<file path="config.mk">
export PLATFORM = sky130hd
export DESIGN_NAME = fcsr_top
export DESIGN_NICKNAME = d
export VERILOG_FILES = /design/src/design/fcsr_pkg.sv /design/src/design/fcsr_sync.sv /design/src/design/fcsr_top.sv
export VERILOG_INCLUDE_DIRS = /design/src /design/src/design
export SDC_FILE = /design/constraint.sdc
export NUM_CORES = 1
export LEC_CHECK = 0
export ABC_CLOCK_PERIOD_IN_PS = 7800
export BUFFER_PORTS_ARGS = -buffer_cell sky130_fd_sc_hd__buf_4
export CAP_MARGIN = 30
export CORE_MARGIN = 3
export CORE_UTILIZATION = 60
export CTS_BUF_LIST = sky130_fd_sc_hd__clkbuf_4
export DETAILED_ROUTE_END_ITERATION = 12
export PLACE_DENSITY = 0.75
export SLEW_MARGIN = 20
export SYNTH_ARGS = -nofsm -noshare
export SYNTH_HDL_FRONTEND = slang
export SYNTH_HIERARCHICAL = 1
export SYNTH_SLANG_ARGS = --single-unit
</file>
<file path="constraint.sdc">
create_clock -name clk -period 7.8 [get_ports clk]
set_clock_uncertainty 0.1 [all_clocks]
set_input_delay 1.56 -clock clk [delete_from_list [all_inputs] [get_ports clk]]
set_output_delay 1.56 -clock clk [all_outputs]
set_load 0.05 [all_outputs]
</file>
<file path="src/design/fcsr_cfg.svh">
/*
 * Constants of the flash configuration and status register bank: field
 * positions, reset values, instruction codes and timing counts.
 * Assumes a 25 MHz system clock; included by the top and the bench.
 */
// Behaviour
// At boot the working configuration is loaded from the startup config register.
// Volatile and enhanced volatile writes are copied into the working config at once.
// Startup config is 16 bits; volatile and enhanced volatile are 8 bits.
// An 8-bit flag status register reports errors and a running cycle.
// Every register has read and write instructions in all three line protocols; the flag status register has a read instruction only.
// A startup config write runs a long internal flash-cell write cycle.
// The busy flag is 1 during status write, program or erase, else 0.
// Write enable latch is shown; while 0 status write, program, erase are rejected.
// Four non-volatile block protect bits, written by status write, guard a region.
// Whole array erase runs only when all block protect bits are 0.
// The region side bit changes only after a write enable instruction.
// Region side 0 anchors protection at the top, 1 at the bottom.
// Write disable bit with protect pin low freezes protection and refuses status writes.
// The startup config register holds all ones as delivered.
// The startup config register has its own read and write instructions.
// Bits 15..12 set dummy cycles 1..14; code 0 acts as code 15.
// Bits 11..9 select the address-only startup read mode, 111 disables it.
// Bits 8..6 select the output drive impedance, 111 is the default.
// Bit 5 cleared gives a fast boot with reads only; set gives full boot.
// Bit 4 cleared disables the hold function of the shared hold data pin.
// Bit 3 cleared starts the device in the quad line protocol.
// Bit 2 cleared starts the device in the dual line protocol.
// With bits 3 and 2 both cleared the device starts in quad.
// The write enable latch clears when a write, program or erase cycle ends.
`ifndef FCSR_CFG_SVH
`define FCSR_CFG_SVH

`define FCSR_CLK_NS 40
`define FCSR_FULL_BOOT_NS 700000
`define FCSR_FAST_BOOT_NS 100000
`define FCSR_FULL_BOOT_CYC (`FCSR_FULL_BOOT_NS / `FCSR_CLK_NS)
`define FCSR_FAST_BOOT_CYC (`FCSR_FAST_BOOT_NS / `FCSR_CLK_NS)
`define FCSR_SR_WRITE_CYC 64
`define FCSR_NV_WRITE_CYC 512
`define FCSR_ERASE_CYC 2048

`define FCSR_NONVOLATILE_STARTUP_CONFIG_RST 16'hffff
`define FCSR_VCR_RST 8'hf8
`define FCSR_VOLATILE_ENHANCED_CONFIG_RST 8'hff
`define FCSR_NV_DUMMY 15:12
`define FCSR_NV_XIP 11:9
`define FCSR_NV_DRIVE 8:6
`define FCSR_NV_FASTBOOT 5
`define FCSR_NV_HOLD 4
`define FCSR_NV_QUAD 3
`define FCSR_NV_DUAL 2
`define FCSR_VC_DUMMY 7:4
`define FCSR_VC_XIP 3

`define FCSR_OP_WRITE_ENABLE_CMD 8'h06
`define FCSR_OP_READ_STATUS_CMD 8'h05
`define FCSR_OP_WRITE_STATUS_CMD 8'h01
`define FCSR_OP_RDFLAG 8'h70
`define FCSR_OP_RDNV 8'hb5
`define FCSR_OP_WRNV 8'hb1
`define FCSR_OP_RDVC 8'h85
`define FCSR_OP_WRVC 8'h81
`define FCSR_OP_RDVE 8'h65
`define FCSR_OP_WRVE 8'h61
`define FCSR_OP_ERASE 8'hc7

`endif

</file>
<file path="src/design/fcsr_pkg.sv">
/*
 * Types of the flash configuration and status register bank.
 * Assumes the constants header is available on the include path.
 */
package fcsr_pkg;
    typedef enum logic [1:0] {
        FCSR_PROTO_EXT = 2'b00,
        FCSR_PROTO_DUAL = 2'b01,
        FCSR_PROTO_QUAD = 2'b10
    } fcsr_proto_e;

    typedef enum logic [2:0] {
        FCSR_LK_IDLE = 3'b000,
        FCSR_LK_CMD = 3'b001,
        FCSR_LK_WR = 3'b010,
        FCSR_LK_RD = 3'b011,
        FCSR_LK_SKIP = 3'b100
    } fcsr_link_e;

    typedef enum logic [1:0] {
        FCSR_CYC_NONE = 2'b00,
        FCSR_CYC_SR = 2'b01,
        FCSR_CYC_NV = 2'b10,
        FCSR_CYC_ERASE = 2'b11
    } fcsr_cyc_e;

    typedef struct packed {
        logic [3:0] dummy;
        logic [2:0] xip_mode;
        logic xip_vol_n;
        logic [2:0] drive;
        logic hold_en;
        fcsr_proto_e proto;
        logic [7:0] enh;
    } fcsr_work_s;

    typedef struct packed {
        logic status_write_disable;
        logic [3:0] bp;
        logic tb;
    } fcsr_prot_s;
endpackage

</file>
<file path="src/design/fcsr_sync.sv">
/*
 * Two flip-flop synchroniser for a bundle of pin levels.
 * Assumes each bit changes slowly against the sampling clock.
 */
`timescale 1ns/1ps
module fcsr_sync #(
    parameter int W = 1
) (
    input wire logic clk,
    input wire logic sys_rst,
    input wire logic [W-1:0] d,
    output logic [W-1:0] q
);
    logic [W-1:0] meta_r;

    always_ff @(posedge clk) begin
        if (sys_rst) begin
            meta_r <= '0;
            q <= '0;
        end else begin
            meta_r <= d;
            q <= meta_r;
        end
    end
endmodule

</file>
<file path="src/design/fcsr_top.sv">
/*
 * Flash configuration and status register bank with its serial command
 * front end. Assumes the serial clock is slower than a quarter of clk.
 */
`timescale 1ns/1ps
`include "fcsr_cfg.svh"
module fcsr_top #(
    parameter int unsigned FULL_BOOT_CYC = `FCSR_FULL_BOOT_CYC,
    parameter int unsigned FAST_BOOT_CYC = `FCSR_FAST_BOOT_CYC,
    parameter int unsigned SR_WRITE_CYC = `FCSR_SR_WRITE_CYC,
    parameter int unsigned NV_WRITE_CYC = `FCSR_NV_WRITE_CYC,
    parameter int unsigned ERASE_CYC = `FCSR_ERASE_CYC
) (
    input wire logic clk,
    input wire logic sys_rst,
    input wire logic sclk,
    input wire logic cs_n,
    input wire logic wp_n,
    input wire logic [3:0] dq_in,
    output logic [3:0] dq_out,
    output logic [3:0] dq_oe,
    output fcsr_pkg::fcsr_work_s working_cfg,
    output fcsr_pkg::fcsr_prot_s protect_cfg,
    output logic boot_done
);
    import fcsr_pkg::*;

    function automatic logic [3:0] fcsr_dummy(input logic [3:0] code);
        fcsr_dummy = (code == 4'h0) ? 4'hf : code;
    endfunction

    function automatic logic [4:0] fcsr_lanes(input fcsr_proto_e p);
        unique case (p)
            FCSR_PROTO_QUAD: fcsr_lanes = 5'h4;
            FCSR_PROTO_DUAL: fcsr_lanes = 5'h2;
            FCSR_PROTO_EXT: fcsr_lanes = 5'h1;
            default: fcsr_lanes = 5'h1;
        endcase
    endfunction

    function automatic logic [15:0] fcsr_shift(input logic [15:0] s,
                                               input logic [3:0] d,
                                               input fcsr_proto_e p);
        unique case (p)
            FCSR_PROTO_QUAD: fcsr_shift = {s[11:0], d};
            FCSR_PROTO_DUAL: fcsr_shift = {s[13:0], d[1:0]};
            FCSR_PROTO_EXT: fcsr_shift = {s[14:0], d[0]};
            default: fcsr_shift = {s[14:0], d[0]};
        endcase
    endfunction

    // Single-line replies leave on the second data line.
    function automatic logic [3:0] fcsr_drive(input logic [15:0] w,
                                              input fcsr_proto_e p);
        unique case (p)
            FCSR_PROTO_QUAD: fcsr_drive = w[15:12];
            FCSR_PROTO_DUAL: fcsr_drive = {2'h0, w[15:14]};
            FCSR_PROTO_EXT: fcsr_drive = {2'h0, w[15], 1'b0};
            default: fcsr_drive = {2'h0, w[15], 1'b0};
        endcase
    endfunction

    function automatic logic [4:0] fcsr_wlen(input logic [7:0] op);
        case (op)
            `FCSR_OP_WRNV: fcsr_wlen = 5'h10;
            `FCSR_OP_WRITE_STATUS_CMD, `FCSR_OP_WRVC, `FCSR_OP_WRVE: fcsr_wlen = 5'h8;
            default: fcsr_wlen = 5'h0;
        endcase
    endfunction

    logic [6:0] pin_s;
    logic sclk_q_r, cs_q_r;
    logic sclk_rise_c, sclk_fall_c, cs_fall_c, cs_rise_c, hold_c;
    logic [19:0] boot_cnt_r;
    logic read_ok_r, boot_done_r;
    fcsr_work_s work_r;
    fcsr_link_e lk_r, lk_dec_c;
    logic [7:0] cmd_r;
    logic [15:0] sh_r, sh_nxt, out_r, rd_val_c;
    logic [4:0] cnt_r, cnt_nxt, lanes_c;
    logic [31:0] rot_c;
    logic [15:0] nonvolatile_startup_config_r, pend_r;
    logic [7:0] vcr_r, volatile_enhanced_config_r, sr_c, fsr_c;
    fcsr_prot_s prot_r;
    logic wel_r, err_prot_r, busy_c, hw_prot_c, exec_c;
    fcsr_cyc_e cyc_r;
    logic [19:0] cyc_cnt_r;

    fcsr_sync #(.W(7)) u_sync (
        .clk(clk),
        .sys_rst(sys_rst),
        .d({sclk, cs_n, wp_n, dq_in}),
        .q(pin_s)
    );

    // The synchroniser clears to 0, so the select edge detector does too.
    // A reset value of 1 here would see a false select after release.
    always_ff @(posedge clk) begin
        if (sys_rst) begin
            sclk_q_r <= 1'b0;
            cs_q_r <= 1'b0;
        end else begin
            sclk_q_r <= pin_s[6];
            cs_q_r <= pin_s[5];
        end
    end

    // The shared pin pauses the bus only outside quad mode.
    assign hold_c = work_r.hold_en && work_r.proto != FCSR_PROTO_QUAD &&
                    !pin_s[3] && !pin_s[5];
    assign sclk_rise_c = pin_s[6] && !sclk_q_r && !hold_c;
    assign sclk_fall_c = !pin_s[6] && sclk_q_r && !hold_c;
    assign cs_fall_c = !pin_s[5] && cs_q_r;
    assign cs_rise_c = pin_s[5] && !cs_q_r;
    assign hw_prot_c = prot_r.status_write_disable && !pin_s[4];
    assign busy_c = cyc_r != FCSR_CYC_NONE;
    assign sr_c = {prot_r.status_write_disable, prot_r.bp[3], prot_r.tb, prot_r.bp[2:0],
                   wel_r, busy_c};
    assign fsr_c = {!busy_c, 1'b0, err_prot_r, 3'h0, err_prot_r, 1'b0};
    assign lanes_c = fcsr_lanes(work_r.proto);
    assign sh_nxt = fcsr_shift(sh_r, pin_s[3:0], work_r.proto);
    assign cnt_nxt = cnt_r + lanes_c;
    assign rot_c = {out_r, out_r} << lanes_c;
    assign exec_c = cs_rise_c && lk_r == FCSR_LK_WR &&
                    cnt_r == fcsr_wlen(cmd_r);

    // A fast boot opens reads early; writes still wait for the full boot.
    always_ff @(posedge clk) begin
        if (sys_rst) begin
            boot_cnt_r <= 20'h0;
            read_ok_r <= 1'b0;
            boot_done_r <= 1'b0;
        end else if (!boot_done_r) begin
            boot_cnt_r <= boot_cnt_r + 20'h1;
            if (boot_cnt_r == 20'(FAST_BOOT_CYC - 1) &&
                !nonvolatile_startup_config_r[`FCSR_NV_FASTBOOT]) begin
                read_ok_r <= 1'b1;
            end
            if (boot_cnt_r == 20'(FULL_BOOT_CYC - 1)) begin
                read_ok_r <= 1'b1;
                boot_done_r <= 1'b1;
            end
        end
    end

    always_ff @(posedge clk) begin
        if (sys_rst) begin
            work_r <= '{dummy: 4'hf, xip_mode: 3'h7, xip_vol_n: 1'b1,
                        drive: 3'h7, hold_en: 1'b1, proto: FCSR_PROTO_EXT,
                        enh: `FCSR_VOLATILE_ENHANCED_CONFIG_RST};
        end else if (boot_cnt_r == 20'h0 && !boot_done_r) begin
            work_r.dummy <= fcsr_dummy(nonvolatile_startup_config_r[`FCSR_NV_DUMMY]);
            work_r.xip_mode <= nonvolatile_startup_config_r[`FCSR_NV_XIP];
            work_r.drive <= nonvolatile_startup_config_r[`FCSR_NV_DRIVE];
            work_r.hold_en <= nonvolatile_startup_config_r[`FCSR_NV_HOLD];
            if (!nonvolatile_startup_config_r[`FCSR_NV_QUAD]) begin
                work_r.proto <= FCSR_PROTO_QUAD;
            end else if (!nonvolatile_startup_config_r[`FCSR_NV_DUAL]) begin
                work_r.proto <= FCSR_PROTO_DUAL;
            end else begin
                work_r.proto <= FCSR_PROTO_EXT;
            end
        end else if (exec_c && cmd_r == `FCSR_OP_WRVC) begin
            work_r.dummy <= fcsr_dummy(sh_r[`FCSR_VC_DUMMY]);
            work_r.xip_vol_n <= sh_r[`FCSR_VC_XIP];
        end else if (exec_c && cmd_r == `FCSR_OP_WRVE) begin
            work_r.enh <= sh_r[7:0];
        end
    end

    // Only the two polling reads are served while a cycle runs.
    always_comb begin
        lk_dec_c = FCSR_LK_SKIP;
        rd_val_c = 16'h0;
        case (sh_nxt[7:0])
            `FCSR_OP_READ_STATUS_CMD: begin
                lk_dec_c = FCSR_LK_RD;
                rd_val_c = {sr_c, sr_c};
            end
            `FCSR_OP_RDFLAG: begin
                lk_dec_c = FCSR_LK_RD;
                rd_val_c = {fsr_c, fsr_c};
            end
            `FCSR_OP_RDNV: begin
                lk_dec_c = busy_c ? FCSR_LK_SKIP : FCSR_LK_RD;
                rd_val_c = {nonvolatile_startup_config_r[7:0], nonvolatile_startup_config_r[15:8]};
            end
            `FCSR_OP_RDVC: begin
                lk_dec_c = busy_c ? FCSR_LK_SKIP : FCSR_LK_RD;
                rd_val_c = {vcr_r, vcr_r};
            end
            `FCSR_OP_RDVE: begin
                lk_dec_c = busy_c ? FCSR_LK_SKIP : FCSR_LK_RD;
                rd_val_c = {volatile_enhanced_config_r, volatile_enhanced_config_r};
            end
            `FCSR_OP_WRITE_ENABLE_CMD, `FCSR_OP_WRITE_STATUS_CMD, `FCSR_OP_WRNV, `FCSR_OP_WRVC,
            `FCSR_OP_WRVE, `FCSR_OP_ERASE: begin
                lk_dec_c = (boot_done_r && !busy_c) ? FCSR_LK_WR
                                                   : FCSR_LK_SKIP;
            end
            default: begin
                lk_dec_c = FCSR_LK_SKIP;
            end
        endcase
    end

    // Same framing in every protocol; only the lane count differs.
    always_ff @(posedge clk) begin
        if (sys_rst) begin
            lk_r <= FCSR_LK_IDLE;
            cmd_r <= 8'h0;
            sh_r <= 16'h0;
            cnt_r <= 5'h0;
            out_r <= 16'h0;
            dq_out <= 4'h0;
            dq_oe <= 4'h0;
        end else if (cs_rise_c) begin
            lk_r <= FCSR_LK_IDLE;
            dq_oe <= 4'h0;
        end else begin
            unique case (lk_r)
                FCSR_LK_IDLE: begin
                    if (cs_fall_c) begin
                        lk_r <= read_ok_r ? FCSR_LK_CMD : FCSR_LK_SKIP;
                        cnt_r <= 5'h0;
                        sh_r <= 16'h0;
                    end
                end
                FCSR_LK_CMD: begin
                    if (sclk_rise_c) begin
                        sh_r <= sh_nxt;
                        cnt_r <= cnt_nxt;
                        if (cnt_nxt == 5'h8) begin
                            cmd_r <= sh_nxt[7:0];
                            lk_r <= lk_dec_c;
                            out_r <= rd_val_c;
                            sh_r <= 16'h0;
                            cnt_r <= 5'h0;
                        end
                    end
                end
                FCSR_LK_WR: begin
                    if (sclk_rise_c) begin
                        if (cnt_r >= 5'h10) begin
                            lk_r <= FCSR_LK_SKIP;
                        end else begin
                            sh_r <= sh_nxt;
                            cnt_r <= cnt_nxt;
                        end
                    end
                end
                FCSR_LK_RD: begin
                    if (sclk_fall_c) begin
                        dq_out <= fcsr_drive(out_r, work_r.proto);
                        dq_oe <= fcsr_drive(16'hffff, work_r.proto);
                        out_r <= rot_c[31:16];
                    end
                end
                FCSR_LK_SKIP: begin
                end
            endcase
        end
    end

    always_ff @(posedge clk) begin
        if (sys_rst) begin
            nonvolatile_startup_config_r <= `FCSR_NONVOLATILE_STARTUP_CONFIG_RST;
            vcr_r <= `FCSR_VCR_RST;
            volatile_enhanced_config_r <= `FCSR_VOLATILE_ENHANCED_CONFIG_RST;
            prot_r <= '0;
            pend_r <= 16'h0;
            wel_r <= 1'b0;
            err_prot_r <= 1'b0;
            cyc_r <= FCSR_CYC_NONE;
            cyc_cnt_r <= 20'h0;
        end else if (busy_c) begin
            if (cyc_cnt_r == 20'h1) begin
                if (cyc_r == FCSR_CYC_SR) begin
                    prot_r <= '{status_write_disable: pend_r[7], bp: {pend_r[6], pend_r[4:2]},
                                tb: pend_r[5]};
                end
                if (cyc_r == FCSR_CYC_NV) begin
                    nonvolatile_startup_config_r <= pend_r;
                end
                cyc_r <= FCSR_CYC_NONE;
                wel_r <= 1'b0;
            end else begin
                cyc_cnt_r <= cyc_cnt_r - 20'h1;
            end
        end else if (exec_c) begin
            case (cmd_r)
                `FCSR_OP_WRITE_ENABLE_CMD: begin
                    wel_r <= 1'b1;
                end
                `FCSR_OP_WRITE_STATUS_CMD: begin
                    if (wel_r && !hw_prot_c) begin
                        cyc_r <= FCSR_CYC_SR;
                        cyc_cnt_r <= 20'(SR_WRITE_CYC);
                        pend_r <= {8'h0, sh_r[7:0]};
                    end
                end
                `FCSR_OP_WRNV: begin
                    if (wel_r) begin
                        cyc_r <= FCSR_CYC_NV;
                        cyc_cnt_r <= 20'(NV_WRITE_CYC);
                        pend_r <= {sh_r[7:0], sh_r[15:8]};
                    end
                end
                `FCSR_OP_WRVC: begin
                    vcr_r <= {sh_r[7:3], 3'h0};
                end
                `FCSR_OP_WRVE: begin
                    volatile_enhanced_config_r <= sh_r[7:0];
                end
                `FCSR_OP_ERASE: begin
                    if (wel_r && prot_r.bp == 4'h0) begin
                        cyc_r <= FCSR_CYC_ERASE;
                        cyc_cnt_r <= 20'(ERASE_CYC);
                        err_prot_r <= 1'b0;
                    end else if (wel_r) begin
                        err_prot_r <= 1'b1;
                    end
                end
                default: begin
                end
            endcase
        end
    end

    assign working_cfg = work_r;
    assign protect_cfg = prot_r;
    assign boot_done = boot_done_r;
endmodule
</file>
==> flow_summary_export.csv <==
group,metric,value,unit
placement,dp_hpwl,16800,um
sta,max_freq,202,MHz
detailed_routing,drt_iter0_markers,869,
finish,final_common_cell,"dfxtp_1",
min_path,hp-start,"u_sync/meta_r[6]$_SDFF_PP0_",
sta,rsz0062_at_grt,"false",
global_route,use_met2,0.429,
worst_setup_path,r2r_start,"working_cfg[8]$_SDFFE_PP0P_",
placement,place_inst,1308,
floorplanning,ios,46,
floorplanning,die_w,132,um
sta,timing.hold.ws,0.331,ns
sta,period_minus_slack,4.95,ns
clock_network,clock-sinks,190,
sta,worst_pin_slew,0.922,ns
sta,tns,0,ns
floorplanning,rows,45,
logic_synthesis,synth_area,9550,um2
floorplanning,die_h,132,um
worst_setup_path,startpoint_type,"flip-flop",
logic_synthesis,synth_ff_type,"dfxtp_1",
logic_synthesis,ys_warn_count,6,
power_and_ir_drop,p_int,1.15,mW
power_and_ir_drop,clkPwrFrac,0.339,
run,cap_violations,0,
sta,setup_viol,0,
clock_network,cts-buffers-inserted,17,
worst_setup_path,rr_endpoint,"out_r[5]$_SDFFE_PP0P_",
logic_synthesis,yosysSeqAreaShare,0.398,
worst_setup_path,crit_path_start,"working_cfg[8]$_SDFFE_PP0P_",
power_and_ir_drop,power_density,155,nW/um2
global_route,grt_max_degree,65,
clock_network,clk_pin_slew,0.16,ns
placement,dpl-instance-area,9910,um2
worst_setup_path,r2r_cells,13,
clock_network,clk_latency,0.61,ns
logic_synthesis,synth_cells,1115,
clock_network,ctsLongestPathBuffers,2,
power_and_ir_drop,seqPwrFrac,0.622,
worst_setup_path,crit_required,8.20,ns
power_and_ir_drop,p_sw,435,uW
detailed_routing,drt_first_pass_iters,6,
worst_setup_path,path_max_fanout,59,
finish,nets,1138,
logic_synthesis,syn_avg_cell_area,8.56,um2
finish,layout_common_cells,"dfxtp_1 (190), nor2_1 (137), nand2_1 (129), nand3_1 (69), mux2i_1 (58)",
finish,layout-drive-gt1-share,0.131,
logic_synthesis,synth-edff-count,0,
logic_synthesis,synthDistinctLibCells,79,
sta,hold_violations,0,
placement,io_buffers,45,
worst_setup_path,crit_type,"flip-flop to flip-flop",
min_path,hold_class,"flip-flop to flip-flop",
finish,stdcell_count,1342,
logic_synthesis,ys_ff_latch,190,
detailed_routing,wire_per_inst,17.9,um
run_status,status,"finished, final reports clean",
global_route,gr-total-overflow,0,
floorplanning,initial_core_util,0.621,
finish,area.growth.synth_to_final,6.97,%
detailed_routing,detail-route-antenna-nets,0,
clock_network,cts_tree,"done",
logic_synthesis,syn_nets,1136,
global_route,grt_use_met3,0.0553,
sta,fin_crit_sh,0.635,
detailed_routing,viasPerCell,6.19,
global_route,grt_usage,0.275,
detailed_routing,post-route-drc-count,0,
sta,drv_slew,0,
worst_setup_path,worstPathArrival,5.35,ns
power_and_ir_drop,power_leakage,3.84,nW
clock_network,h-tree-depth,4,
power_and_ir_drop,max-vdd-ir-drop,0.136,mV
global_route,top_usage_layer,"met2",
floorplanning,dieArea,17500,um2
logic_synthesis,synthTopCellsByArea,"dfxtp_1 (40%), mux2i_1 (6.1%), nor2_1 (5.4%)",
detailed_routing,vias,8307,
clock_network,post_cts_buffers,0,
logic_synthesis,yosysTopAreaCellShare,0.398,
clock_network,cts_root_buffer,"clkbuf_4",
placement,gp_congestion,0.948,
worst_setup_path,reg2reg_setup_slack,2.85,ns
power_and_ir_drop,swShare,0.275,
power_and_ir_drop,combPwrFrac,0.039,
clock_network,postCtsResizedCells,0,
detailed_routing,finalWirelength,24100,um
global_route,antenna_found_initial,0,
logic_synthesis,synth_area_leader_cell,"dfxtp_1",
global_route,grt_pass1_wl,39300,um
finish,nFillCells,1365,
worst_setup_path,crit_path_end,"out_r[5]$_SDFFE_PP0P_",
floorplanning,core_area,15400,um2
finish,finish.instance_area,10200,um2
worst_setup_path,crit_path_end_kind,"flip-flop",
sta,relSlewSlack,0.384,
global_route,grt_pass1_vias,7542,
clock_network,cts_hold_buffers,0,
global_route,met1_usage,0.379,
logic_synthesis,ys_async_sr_fraction,0,
## flip-flops by register name, summed over array words and instances (netlist names), 2 cells and up
name	cells
u_sync/q	7
lk_r	3
nonvolatile_startup_config_r	16
cyc_cnt_r	20
protect_cfg	6
boot_cnt_r	20
dq_out	4
pend_r	16
vcr_r	5
cnt_r	5
working_cfg	22
sh_r	16
dq_oe	3
cyc_r	2
volatile_enhanced_config_r	8
cmd_r	8
out_r	16
u_sync/meta_r	7
## critical path, cell delays in order, from the launching register on
cell and delay, ns:
dfxtp_1 0.44, inv_1 0.09, ha_2 0.31, buf_4 0.52, ha_1 0.28, inv_1 0.05
fa_1 0.39, nor2b_1 0.12, o21ai_0 0.10, xnor2_1 0.24, nand4_1 0.64, nand2_1 0.98
o21ai_0 0.27, o221a_2 0.31
## per-layer routing
layer  routed length [um]  vias to the layer above  part of all wire
met4                  805                        0             0.033
met2                10900                      338              0.45
met1                10600                     3898              0.44
li1                     -                     4021                 -
met5                    0                        -                 0
met3                 1740                       50             0.072
## power groups by stage
stage / Sequential, mW / Clock (mW) / Combinational, mW
after global routing: 0.985 / 0.587 / 0.0670
after detailed placement: 1.00 / 0 / 0.0615
final: 0.983 / 0.536 / 0.0615
after global placement: 1.00 / 0 / 0.0602
after CTS: 0.983 / 0.547 / 0.0616
after floorplan: 1.00 / 0 / 0.0459
## kinds of logic after synthesis
group / count (synthesis) / synth area share
and+or+nand+nor: 509 / 0.269
AOI/OAI and AO/OA: 207 / 0.154
DFF: 190 / 0.398
buffers and inverters: 91 / 0.0398
muxes: 73 / 0.0915
xor gates and xnor gates: 33 / 0.0303
adders and majority gates: 12 / 0.0165
## cell usage after synthesis, types with 17 or more instances
master and number:
o21ai_0 30, nor3_1 26, clkbuf_1 55, a22oi_1 30, xnor2_1 17, a21oi_1 43, nor2b_1 17, nor2_1 137
nand3_1 69, dfxtp_1 190, mux2i_1 58, nand2_1 129
## per-stage QoR
stage                     power, mW  setup WS, ns  utilization
after floorplan                1.05          4.40            -
after global placement         1.06          3.10        0.645
after detailed placement       1.07          2.96        0.645
after CTS                      1.59          2.90        0.664
after global routing           1.64          2.44        0.664
final                          1.58          2.85        0.664
## final cells by class
class | instances | area, um2 | share of cell area
timing repair buffer | 57 | 424 | 0.0415
tap | 211 | 264 | 0.0259
clock inverter | 15 | 161 | 0.0158
clock buffer | 17 | 128 | 0.0125
inverter | 17 | 63.8 | 0.00625
multi-input combinational | 834 | 5360 | 0.525
sequential | 190 | 3800 | 0.373
antenna | 1 | 2.50 | 0.000245
## worst min path at each step
stage,end,depth (start not counted)
3_3_place_gp,u_sync/q[6]$_SDFF_PP0_,1
6_report,u_sync/q[6]$_SDFF_PP0_,1
2_1_floorplan,u_sync/q[4]$_SDFF_PP0_,1
5_1_grt,u_sync/q[6]$_SDFF_PP0_,1
3_5_place_dp,u_sync/q[6]$_SDFF_PP0_,1
4_1_cts,u_sync/q[6]$_SDFF_PP0_,1
No activity file was read; power rests on OpenSTA's default activity.
